[src/hw/sacc_pkg.sv]
// Package of constants and types for the SAR converter control block
package sacc_pkg;
	localparam int DATA_W = 32;
	localparam int ADDR_W = 8;
	localparam logic [ADDR_W-1:0] OFS_MODE = 8'h00;
	localparam logic [ADDR_W-1:0] OFS_CHAN = 8'h04;
	localparam logic [ADDR_W-1:0] OFS_PORT = 8'h08;
	localparam logic [ADDR_W-1:0] OFS_FULL = 8'h0C;
	localparam logic [ADDR_W-1:0] OFS_SHORT = 8'h10;
	localparam logic [ADDR_W-1:0] OFS_IRQ_STAT = 8'h14;
	localparam logic [ADDR_W-1:0] OFS_IRQ_EN = 8'h18;
	localparam logic [ADDR_W-1:0] OFS_IRQ_CLR = 8'h1C;
	localparam logic [ADDR_W-1:0] OFS_STATUS = 8'h20;
	localparam int MODE_START_BIT = 7;
	localparam int MODE_ENABLE_BIT = 0;
	localparam int MODE_TIME_LSB = 1;
	localparam int MODE_TIME_W = 6;
	localparam int CHAN_W = 3;
	localparam int PORT_W = 4;
	localparam int RES_W = 10;
	localparam int FULL_W = 16;
	localparam int SHORT_W = 8;
	localparam int FULL_SHIFT = 6;
	localparam int IRQ_W = 2;
	localparam int IRQ_END_BIT = 0;
	localparam int IRQ_SUSPECT_BIT = 1;
	localparam logic [7:0] MODE_RST = 8'h00;
	localparam logic [CHAN_W-1:0] CHAN_RST = 3'h0;
	localparam logic [PORT_W-1:0] PORT_RST = 4'h0;
	localparam logic [FULL_W-1:0] FULL_RST = 16'h0000;
	localparam logic [SHORT_W-1:0] SHORT_RST = 8'h00;
	localparam int CLK_MHZ = 40;
	localparam int SETTLE_NS = 1000;
	localparam int SETTLE_CYC = (SETTLE_NS * CLK_MHZ + 999) / 1000;
	localparam int SAMPLE_CYC = 8;
	localparam int BIT_CYC = 2;
	localparam logic [1:0] RESP_OKAY = 2'b00;
	localparam logic [1:0] RESP_SLVERR = 2'b10;
	typedef enum {SEQ_IDLE, SEQ_SAMPLE, SEQ_CONVERT} sacc_seq_t;
	typedef struct packed {
		logic start;
		logic [MODE_TIME_W-1:0] time_sel;
		logic enable;
	} sacc_mode_t;
	typedef struct packed {
		logic [FULL_W-1:0] full;
		logic [SHORT_W-1:0] short_r;
	} sacc_result_t;
endpackage

[src/hw/sacc_sar_seq.sv]
// Successive-approximation sequencer: sampling, bit trials, result pulse
`timescale 1ns/100ps
`default_nettype none
module sacc_sar_seq
	import sacc_pkg::*;
#(
	parameter int RES_BITS = RES_W
)
(
	input wire logic clk_i,
	input wire logic rst_n_i,
	input wire logic run_i,
	input wire logic restart_i,
	input wire logic [MODE_TIME_W-1:0] time_sel_i,
	input wire logic cmp_i,
	output logic sample_o,
	output logic busy_o,
	output logic [RES_BITS-1:0] trial_o,
	output logic done_o,
	output logic [RES_BITS-1:0] value_o
);
	sacc_seq_t state_q;
	logic [7:0] cnt_q;
	logic [3:0] bit_q;
	logic [RES_BITS-1:0] sar_q;
	logic [7:0] bit_len;

	// Slower time selections stretch each bit trial
	assign bit_len = 8'(BIT_CYC) + {2'h0, time_sel_i};
	assign sample_o = (state_q == SEQ_SAMPLE);
	assign busy_o = (state_q != SEQ_IDLE);
	assign trial_o = sar_q;

	always_ff @(posedge clk_i or negedge rst_n_i)
	begin
		if (!rst_n_i)
		begin
			state_q <= SEQ_IDLE;
			cnt_q <= 8'h00;
			bit_q <= 4'h0;
			sar_q <= '0;
			done_o <= 1'b0;
			value_o <= '0;
		end
		else
		begin
			done_o <= 1'b0;
			if (!run_i || restart_i)
			begin
				// Abort drops partial work; restart resamples
				state_q <= (run_i) ? SEQ_SAMPLE : SEQ_IDLE;
				cnt_q <= 8'h00;
				sar_q <= '0;
			end
			else
			begin
				case (state_q)
				SEQ_IDLE:
				begin
					state_q <= SEQ_SAMPLE;
					cnt_q <= 8'h00;
				end
				SEQ_SAMPLE:
				begin
					// Sampling is part of the counted conversion time
					if (cnt_q == 8'(SAMPLE_CYC - 1))
					begin
						state_q <= SEQ_CONVERT;
						cnt_q <= 8'h00;
						bit_q <= 4'(RES_BITS - 1);
						sar_q <= '0;
						sar_q[RES_BITS-1] <= 1'b1;
					end
					else
						cnt_q <= cnt_q + 8'h01;
				end
				SEQ_CONVERT:
				begin
					if (cnt_q == bit_len - 8'h01)
					begin
						cnt_q <= 8'h00;
						if (!cmp_i)
							sar_q[bit_q] <= 1'b0;
						if (bit_q == 4'h0)
						begin
							done_o <= 1'b1;
							value_o <= cmp_i ? sar_q : (sar_q & ~RES_BITS'(1));
							// Back-to-back conversions
							state_q <= SEQ_SAMPLE;
						end
						else
						begin
							bit_q <= bit_q - 4'h1;
							sar_q[bit_q - 4'h1] <= 1'b1;
						end
					end
					else
						cnt_q <= cnt_q + 8'h01;
				end
				default: state_q <= SEQ_IDLE;
				endcase
			end
		end
	end
endmodule // sacc_sar_seq
`default_nettype wire

[src/hw/sacc_top.sv]
// Converter control top: AXI4-Lite registers, conflict handling, interrupt
`timescale 1ns/100ps
`default_nettype none
module sacc_top
	import sacc_pkg::*;
(
	input wire logic REF_CLK_I,
	input wire logic RST_N_I,
	input wire logic STOP_MODE_I,
	input wire logic CMP_I,
	input wire logic [ADDR_W-1:0] AWADDR_I,
	input wire logic AWVALID_I,
	output logic AWREADY_O,
	input wire logic [DATA_W-1:0] WDATA_I,
	input wire logic [3:0] WSTRB_I,
	input wire logic WVALID_I,
	output logic WREADY_O,
	output logic [1:0] BRESP_O,
	output logic BVALID_O,
	input wire logic BREADY_I,
	input wire logic [ADDR_W-1:0] ARADDR_I,
	input wire logic ARVALID_I,
	output logic ARREADY_O,
	output logic [DATA_W-1:0] RDATA_O,
	output logic [1:0] RRESP_O,
	output logic RVALID_O,
	input wire logic RREADY_I,
	output logic SAMPLE_O,
	output logic [CHAN_W-1:0] CHAN_O,
	output logic [RES_W-1:0] TRIAL_O,
	output logic IRQ_O
);
	sacc_mode_t mode_q;
	logic [CHAN_W-1:0] chan_q;
	logic [PORT_W-1:0] port_q;
	sacc_result_t res_q;
	logic [IRQ_W-1:0] irq_stat_q;
	logic [IRQ_W-1:0] irq_en_q;
	logic aw_hold_q;
	logic w_hold_q;
	logic [ADDR_W-1:0] aw_addr_q;
	logic [DATA_W-1:0] w_data_q;
	logic [3:0] w_strb_q;
	logic pend_q;
	logic [RES_W-1:0] pend_val_q;
	logic [7:0] settle_q;
	logic first_q;
	logic wr_go;
	logic rd_go;
	logic cfg_wr;
	logic chan_wr;
	logic res_rd;
	logic run;
	logic seq_sample;
	logic seq_busy;
	logic [RES_W-1:0] seq_trial;
	logic seq_done;
	logic [RES_W-1:0] seq_value;
	logic store;
	logic [DATA_W-1:0] rd_word;
	logic rd_ok;

	// Write happens once both halves have arrived and no response is pending
	assign wr_go = aw_hold_q && w_hold_q && !BVALID_O;
	assign rd_go = ARVALID_I && ARREADY_O;
	assign cfg_wr = wr_go && w_strb_q[0] && (aw_addr_q == OFS_MODE
		|| aw_addr_q == OFS_CHAN || aw_addr_q == OFS_PORT);
	assign chan_wr = wr_go && w_strb_q[0] && (aw_addr_q == OFS_CHAN);
	assign res_rd = rd_go && (ARADDR_I == OFS_FULL || ARADDR_I == OFS_SHORT);
	// Standby gates the sequencer entirely
	assign run = mode_q.start && !STOP_MODE_I;

	sacc_sar_seq #(
		.RES_BITS(RES_W)
	) u_seq (
		.clk_i(REF_CLK_I),
		.rst_n_i(RST_N_I),
		.run_i(run),
		.restart_i(chan_wr),
		.time_sel_i(mode_q.time_sel),
		.cmp_i(CMP_I),
		.sample_o(seq_sample),
		.busy_o(seq_busy),
		.trial_o(seq_trial),
		.done_o(seq_done),
		.value_o(seq_value)
	);

	// Result stored one cycle after done, unless held off by a read or dropped by a config write
	assign store = pend_q && !res_rd && !cfg_wr;

	always_ff @(posedge REF_CLK_I or negedge RST_N_I)
	begin
		if (!RST_N_I)
		begin
			AWREADY_O <= 1'b0;
			WREADY_O <= 1'b0;
			aw_hold_q <= 1'b0;
			w_hold_q <= 1'b0;
			aw_addr_q <= '0;
			w_data_q <= '0;
			w_strb_q <= 4'h0;
		end
		else
		begin
			AWREADY_O <= !aw_hold_q && !AWVALID_I;
			WREADY_O <= !w_hold_q && !WVALID_I;
			if (AWVALID_I && AWREADY_O)
			begin
				aw_hold_q <= 1'b1;
				aw_addr_q <= AWADDR_I;
				AWREADY_O <= 1'b0;
			end
			if (WVALID_I && WREADY_O)
			begin
				w_hold_q <= 1'b1;
				w_data_q <= WDATA_I;
				w_strb_q <= WSTRB_I;
				WREADY_O <= 1'b0;
			end
			if (wr_go)
			begin
				aw_hold_q <= 1'b0;
				w_hold_q <= 1'b0;
				AWREADY_O <= 1'b1;
				WREADY_O <= 1'b1;
			end
			else if (aw_hold_q || (AWVALID_I && AWREADY_O))
				AWREADY_O <= 1'b0;
			else
				AWREADY_O <= 1'b1;
			if (!wr_go && (w_hold_q || (WVALID_I && WREADY_O)))
				WREADY_O <= 1'b0;
			else
				WREADY_O <= 1'b1;
		end
	end

	always_ff @(posedge REF_CLK_I or negedge RST_N_I)
	begin
		if (!RST_N_I)
		begin
			BVALID_O <= 1'b0;
			BRESP_O <= RESP_OKAY;
		end
		else if (wr_go)
		begin
			BVALID_O <= 1'b1;
			BRESP_O <= (aw_addr_q > OFS_STATUS || aw_addr_q[1:0] != 2'b00)
				? RESP_SLVERR : RESP_OKAY;
		end
		else if (BREADY_I)
			BVALID_O <= 1'b0;
	end

	always_ff @(posedge REF_CLK_I or negedge RST_N_I)
	begin
		if (!RST_N_I)
		begin
			mode_q <= MODE_RST;
			chan_q <= CHAN_RST;
			port_q <= PORT_RST;
			irq_en_q <= '0;
		end
		else if (wr_go && w_strb_q[0])
		begin
			case (aw_addr_q)
			OFS_MODE: mode_q <= w_data_q[7:0];
			OFS_CHAN: chan_q <= w_data_q[CHAN_W-1:0];
			OFS_PORT: port_q <= w_data_q[PORT_W-1:0];
			OFS_IRQ_EN: irq_en_q <= w_data_q[IRQ_W-1:0];
			default: ;
			endcase
		end
	end

	// Pending holder delays a result by one cycle past a colliding read
	always_ff @(posedge REF_CLK_I or negedge RST_N_I)
	begin
		if (!RST_N_I)
		begin
			pend_q <= 1'b0;
			pend_val_q <= '0;
		end
		else
		begin
			if (seq_done)
			begin
				pend_q <= 1'b1;
				pend_val_q <= seq_value;
			end
			else if (store || cfg_wr)
				pend_q <= 1'b0;
		end
	end

	// Both result registers change in the same cycle
	always_ff @(posedge REF_CLK_I or negedge RST_N_I)
	begin
		if (!RST_N_I)
			res_q <= {FULL_RST, SHORT_RST};
		else if (store)
		begin
			res_q.full <= {pend_val_q, FULL_SHIFT'(0)};
			res_q.short_r <= pend_val_q[RES_W-1 -: SHORT_W];
		end
	end

	// Settling after enable; a start too early marks next result
	always_ff @(posedge REF_CLK_I or negedge RST_N_I)
	begin
		if (!RST_N_I)
		begin
			settle_q <= 8'h00;
			first_q <= 1'b0;
		end
		else
		begin
			if (!mode_q.enable)
				settle_q <= 8'h00;
			else if (settle_q != 8'(SETTLE_CYC))
				settle_q <= settle_q + 8'h01;
			if (run && !seq_busy && !first_q)
				first_q <= (settle_q != 8'(SETTLE_CYC));
			else if (store)
				first_q <= 1'b0;
		end
	end

	// Set wins over clear; a channel write in the store cycle drops the result, so the flag is not set
	always_ff @(posedge REF_CLK_I or negedge RST_N_I)
	begin
		if (!RST_N_I)
			irq_stat_q <= '0;
		else
		begin
			if (wr_go && w_strb_q[0] && aw_addr_q == OFS_IRQ_CLR)
				irq_stat_q <= irq_stat_q & ~w_data_q[IRQ_W-1:0];
			if (store)
			begin
				irq_stat_q[IRQ_END_BIT] <= 1'b1;
				if (first_q)
					irq_stat_q[IRQ_SUSPECT_BIT] <= 1'b1;
			end
		end
	end

	always_comb
	begin
		rd_word = '0;
		rd_ok = 1'b1;
		case (ARADDR_I)
		OFS_MODE: rd_word[7:0] = mode_q;
		OFS_CHAN: rd_word[CHAN_W-1:0] = chan_q;
		OFS_PORT: rd_word[PORT_W-1:0] = port_q;
		OFS_FULL: rd_word[FULL_W-1:0] = res_q.full;
		OFS_SHORT: rd_word[SHORT_W-1:0] = res_q.short_r;
		OFS_IRQ_STAT: rd_word[IRQ_W-1:0] = irq_stat_q;
		OFS_IRQ_EN: rd_word[IRQ_W-1:0] = irq_en_q;
		OFS_IRQ_CLR: rd_word = '0;
		OFS_STATUS: rd_word[1:0] = {first_q, seq_busy};
		default: rd_ok = 1'b0;
		endcase
	end

	always_ff @(posedge REF_CLK_I or negedge RST_N_I)
	begin
		if (!RST_N_I)
		begin
			ARREADY_O <= 1'b0;
			RVALID_O <= 1'b0;
			RDATA_O <= '0;
			RRESP_O <= RESP_OKAY;
		end
		else
		begin
			ARREADY_O <= !RVALID_O && !rd_go;
			if (rd_go)
			begin
				RVALID_O <= 1'b1;
				RDATA_O <= rd_word;
				RRESP_O <= rd_ok ? RESP_OKAY : RESP_SLVERR;
			end
			else if (RREADY_I && RVALID_O)
			begin
				RVALID_O <= 1'b0;
				ARREADY_O <= 1'b1;
			end
		end
	end

	always_ff @(posedge REF_CLK_I or negedge RST_N_I)
	begin
		if (!RST_N_I)
		begin
			SAMPLE_O <= 1'b0;
			CHAN_O <= CHAN_RST;
			TRIAL_O <= '0;
			IRQ_O <= 1'b0;
		end
		else
		begin
			SAMPLE_O <= seq_sample && run;
			CHAN_O <= chan_q;
			TRIAL_O <= seq_trial;
			IRQ_O <= |(irq_stat_q & irq_en_q);
		end
	end
endmodule // sacc_top
`default_nettype wire

[config.mk]
export PLATFORM = sky130hd
export DESIGN_NAME = sacc_top
export DESIGN_NICKNAME = d
export VERILOG_FILES = /design/src/hw/sacc_pkg.sv /design/src/hw/sacc_sar_seq.sv /design/src/hw/sacc_top.sv
export SDC_FILE = /design/constraint.sdc
export NUM_CORES = 1
export LEC_CHECK = 0
export ABC_AREA = 1
export BUFFER_PORTS_ARGS = -buffer_cell sky130_fd_sc_hd__buf_2
export CELL_PAD_IN_SITES_DETAIL_PLACEMENT = 0
export CELL_PAD_IN_SITES_GLOBAL_PLACEMENT = 1
export CORE_MARGIN = 10
export CORE_UTILIZATION = 42
export CTS_CLUSTER_SIZE = 12
export DETAILED_ROUTE_END_ITERATION = 10
export PLACE_DENSITY = 0.78
export SLEW_MARGIN = 20
export SYNTH_ARGS = -nofsm -noshare
export SYNTH_HDL_FRONTEND = slang
export SYNTH_HIERARCHICAL = 1
export SYNTH_SLANG_ARGS = --single-unit
export TNS_END_PERCENT = 10
[constraint.sdc]
create_clock -name REF_CLK_I -period 2.25 [get_ports REF_CLK_I]
set_input_delay 0.45 -clock REF_CLK_I [delete_from_list [all_inputs] [get_ports REF_CLK_I]]
set_output_delay 0.45 -clock REF_CLK_I [all_outputs]
set_load 0.03 [all_outputs]
==> impl_table.tex <==
\begin{tabular}{lr}
\hline
Metric & Value \\
\hline
\multicolumn{2}{l}{\textbf{Status}} \\
Run status & completed \\
\multicolumn{2}{l}{\textbf{Drt}} \\
Via-to-Cell Ratio & 4.83 \\
Number of nets with antenna violations after routing & 0 \\
Vias & 5581 \\
DRC violation total after the first TritonRoute iteration & 307 \\
DR WL/cell & 14.1 um \\
\# DRC & 0 \\
Detailed Routing Iterations Pass 1 & 5 \\
Detailed-route wire length & 16200 um \\
\multicolumn{2}{l}{\textbf{Critical path}} \\
Slack of the worst reg-to-reg path & 260 ps \\
Worst setup path class & flop to flop \\
CP Launch Type & flop \\
Critical path cell sequence & ha\_1 > inv\_1 > a21oi\_1 > nand2\_1 > nor2\_1 > nand2\_1 > nor2\_2 > nand2\_2 > nand2\_4 > nand3\_4 > nand2\_1 > nand2\_1 \\
Maximum cell stage delay along the critical path & 430 ps \\
Setup crit end kind & flop \\
Critical-path top delay cell & dfrtp\_1 \\
First element of the critical path & mode\_q[2] \\
Crit path max fanout & 14 \\
Most frequent cell on the critical path & nand2\_1 \\
Reg2Reg Launch Point & mode\_q[2] \\
Worst endpoint data arrival time & 2300 ps \\
Data required time of the critical path & 2560 ps \\
\multicolumn{2}{l}{\textbf{Timing}} \\
Final critical-path required period & between 1500 and 2000 ps \\
Unrepaired setup endpoints after global routing & no \\
Slew Viols, Final & 0 \\
Clk\_skew & 10.3 ps \\
Setup TNS Final & 0 ps \\
Slew at the pin with the worst max-slew slack & approximately 540 ps \\
Highest attainable clock frequency & 0.502 GHz \\
Finish-stage setup viols & 0 \\
Tightest hold margin & 227 ps \\
Normalized max-slew margin & between 60\% and 70\% \\
Part of the cycle the worst path needs & between 80\% and 90\% \\
Hold Fails Final Rpt & 0 \\
\multicolumn{2}{l}{\textbf{GRT}} \\
Number of antenna violations at the first check in global routing & 0 \\
Global router's overall resource usage & 15.1\% \\
Remaining global-route overflow & 0 \\
Largest net degree at the start of global routing & 59 \\
Wire length of the first global-routing pass & 27400 um \\
Number of global-route vias before repair & $\sim$5500 \\
\multicolumn{2}{l}{\textbf{Final layout}} \\
Fill cells & 1629 \\
Storage element area & 3530 um\^{}2 \\
Post-Route Utilization & 49.9\% \\
Antenna Cells & 0 \\
Number of nets in the final layout & 999 \\
Share of post-route cells with drive strength above 1 & 18.3\% \\
Area overhead of the layout relative to synthesis & 16.7\% \\
Area of the multi-input gates & 2970 um\^{}2 \\
\multicolumn{2}{l}{\textbf{Synth}} \\
Area share of the leading cell type in the synthesized netlist & 49.9\% \\
Cell with the most instances after synthesis & nand2\_1 \\
Count of unique library cells instantiated by Yosys & 45 \\
Post-Synth Adder-Cell Area & 2.30\% \\
Fraction of the yosys area taken by sequential cells & 49.9\% \\
Biggest area consumer among synthesized cells & dfrtp\_1 \\
Xor and xnor fraction of the mapped netlist area & 1.24\% \\
YS warnings & 6 \\
Post-synthesis mux area share & 1.59\% \\
Number of synthesized register bits & 141 \\
Post-Syn Area & 7060 um\^{}2 \\
Synthesized-area fraction occupied by ao, oa, aoi and oai cells & 8.73\% \\
Synth top area cells & dfrtp\_1 (50\%), nand2\_1 (13\%), inv\_1 (4.7\%), nand3\_1 (4.4\%), o21ai\_0 (3.2\%) \\
Post-synth EDFFs & 0 \\
Simple-gate share of the synthesized area & a little over a quarter \\
Fraction of synthesis flops using an asynchronous set or reset pin & 100\% \\
Leading register cell type out of synthesis & dfrtp\_1 \\
Top cell types by occurrence after synthesis & nand2\_1 (236), dfrtp\_1 (141), inv\_1 (89) \\
Synth Area per Inst & 8.43 um\^{}2 \\
Combinational family with the most area after synthesis & simple AND/OR/NAND/NOR gates \\
Cell count after synthesis & 838 \\
\multicolumn{2}{l}{\textbf{Die}} \\
Initial Utilization & 42.8\% \\
Height of the die & 150 um \\
Die area & 22400 um\^{}2 \\
Area inside the core boundary & 16500 um\^{}2 \\
Die width & roughly 150 um \\
Number of rows in the core area & 47 \\
IO Pins & between 100 and 150 \\
\multicolumn{2}{l}{\textbf{Hold path}} \\
Hold Path Origin & WDATA\_I[6] \\
Type of the tightest min-delay check & primary input to flop \\
\multicolumn{2}{l}{\textbf{Power}} \\
Total power divided by cell area & 874 nW/um\^{}2 \\
Worst IR drop on VDD & 0.514 mV \\
Overall power & 7.20 mW \\
Cell leakage power & approximately 4.3 nW \\
\multicolumn{2}{l}{\textbf{CTS}} \\
TritonCTS clock tree & yes \\
Number of sinks on the clock net & 141 \\
Clock transition at the registers of the reported paths & 60 ps \\
Clock Root Buffer & clkbuf\_16 \\
Maximum level of the CTS H-tree & 4 \\
\# Post-CTS Setup Buffers & 0 \\
Inserted Clock Buffers & 17 \\
Source-to-sink clock delay at the later pin of the worst-skew pair & 420 ps \\
Maximum buffer depth of the clock tree & 2 \\
\multicolumn{2}{l}{\textbf{Placed design}} \\
Buffers on Ports & a little over 70 \\
GPL Wtd Cong & 0.810 \\
HPWL after DPL & 12200 um \\
\multicolumn{2}{l}{\textbf{Flow run}} \\
Max\_cap viols & 0 \\
\hline
\end{tabular}
==> placed cells by master (no fill, tap or decap), types with 10 or more instances in the layout <==
| cell | synthesis | final |
|---|---|---|
| buf_2 | 8 | 70 |
| nor3_1 | 11 | 11 |
| mux2_2 | 10 | 10 |
| nand2_1 | 236 | 236 |
| clkbuf_16 | 0 | 17 |
| a21oi_1 | 22 | 22 |
| o31ai_1 | 10 | 10 |
| nor2_1 | 49 | 48 |
| o21bai_1 | 10 | 10 |
| conb_1 | 1 | 18 |
| nand2_2 | 11 | 11 |
| nand4_1 | 27 | 27 |
| buf_4 | 20 | 14 |
| nand3_1 | 62 | 62 |
| o21ai_0 | 45 | 45 |
| inv_1 | 89 | 89 |
| ha_1 | 13 | 12 |
| dfrtp_1 | 141 | 141 |
==> state kept, by name (all words and copies together) (netlist names), 8 cells and up <==
signal	cells
mode_q	8
u_seq/cnt_q	8
pend_val_q	10
RDATA_O	16
TRIAL_O	10
settle_q	8
u_seq/trial_o	10
aw_addr_q	8
w_data_q	8
u_seq/value_o	10
res_q	10
==> through the flow <==
| step | setup WS (ps) | cell area, um^2 | instances |
|---|---|---|---|
| 4_1_cts | 145 | 8240 | 1156 |
| 5_1_grt | 46.0 | 8240 | 1156 |
| 3_5_place_dp | 150 | 7650 | 1125 |
| 2_1_floorplan | 251 | 7130 | 855 |
| 6_report | 259 | 8240 | 1156 |
| 3_3_place_gp | 150 | 7650 | 1125 |
==> layer usage <==
metal  up-vias  global-route usage (%)  routed length [um]
met5         -                       0                   0
met4         0                    5.73                 283
met3        19                    3.93                 807
met2        92                    23.8                7540
met1      2607                    19.6                7610
li1       2863                       -                   -
==> layout make-up <==
| class | instances | share of cell area [%] |
|---|---|---|
| Tap cell | 220 | 3.34 |
| Inverter | 99 | 4.51 |
| Clock buffer | 24 | 5.97 |
| Timing Repair Buffer | 88 | 6.27 |
| Multi-Input combinational cell | 578 | 36.1 |
| Sequential cell | 141 | 42.8 |
| Clock inverter | 6 | 1.03 |
==> critical path: cells and delay by family, from the launching register on <==
family | cells | cell delay, ps
and+or+nand+nor | 9 | 980
DFF | 1 | 430
adders and majority gates | 1 | 320
AOI/OAI and AO/OA | 1 | 120
buffers and inverters | 1 | 40
==> timing repair <==
item	in CTS	in global routing
hold buffers	1	0
endpoints found under the setup margin	0	12
endpoints found under the hold margin	45	0
gates resized for setup	0	2
==> cells by family after synthesis <==
| kind of cell | after synthesis |
|---|---|
| adders and majority gates | 13 |
| AOI/OAI and AO/OA | 106 |
| DFF | 141 |
| muxes | 10 |
| other | 1 |
| xor gates and xnor gates | 10 |
| and+or+nand+nor | 421 |
| buffers and inverters | 136 |
==> final timing paths <==
path,endpoint,cells past startpoint
min,w_data_q[6],3
max reg2reg,u_seq/trial_o[6],12
max,u_seq/trial_o[6],12
min in group asynchronous,settle_q[5],2
max in group asynchronous,TRIAL_O[9],3
min reg2reg,CHAN_O[0],0
==> report_power, final <==
group | total (mW) | switching, mW | leakage, nW | internal (mW)
Sequential | 3.11 | 0.235 | 1.85 | 2.87
Combinational | 1.37 | 0.956 | 2.17 | 0.414
Clock | 2.72 | 0.991 | 0.278 | 1.73
(Power assumes the default switching activity.)
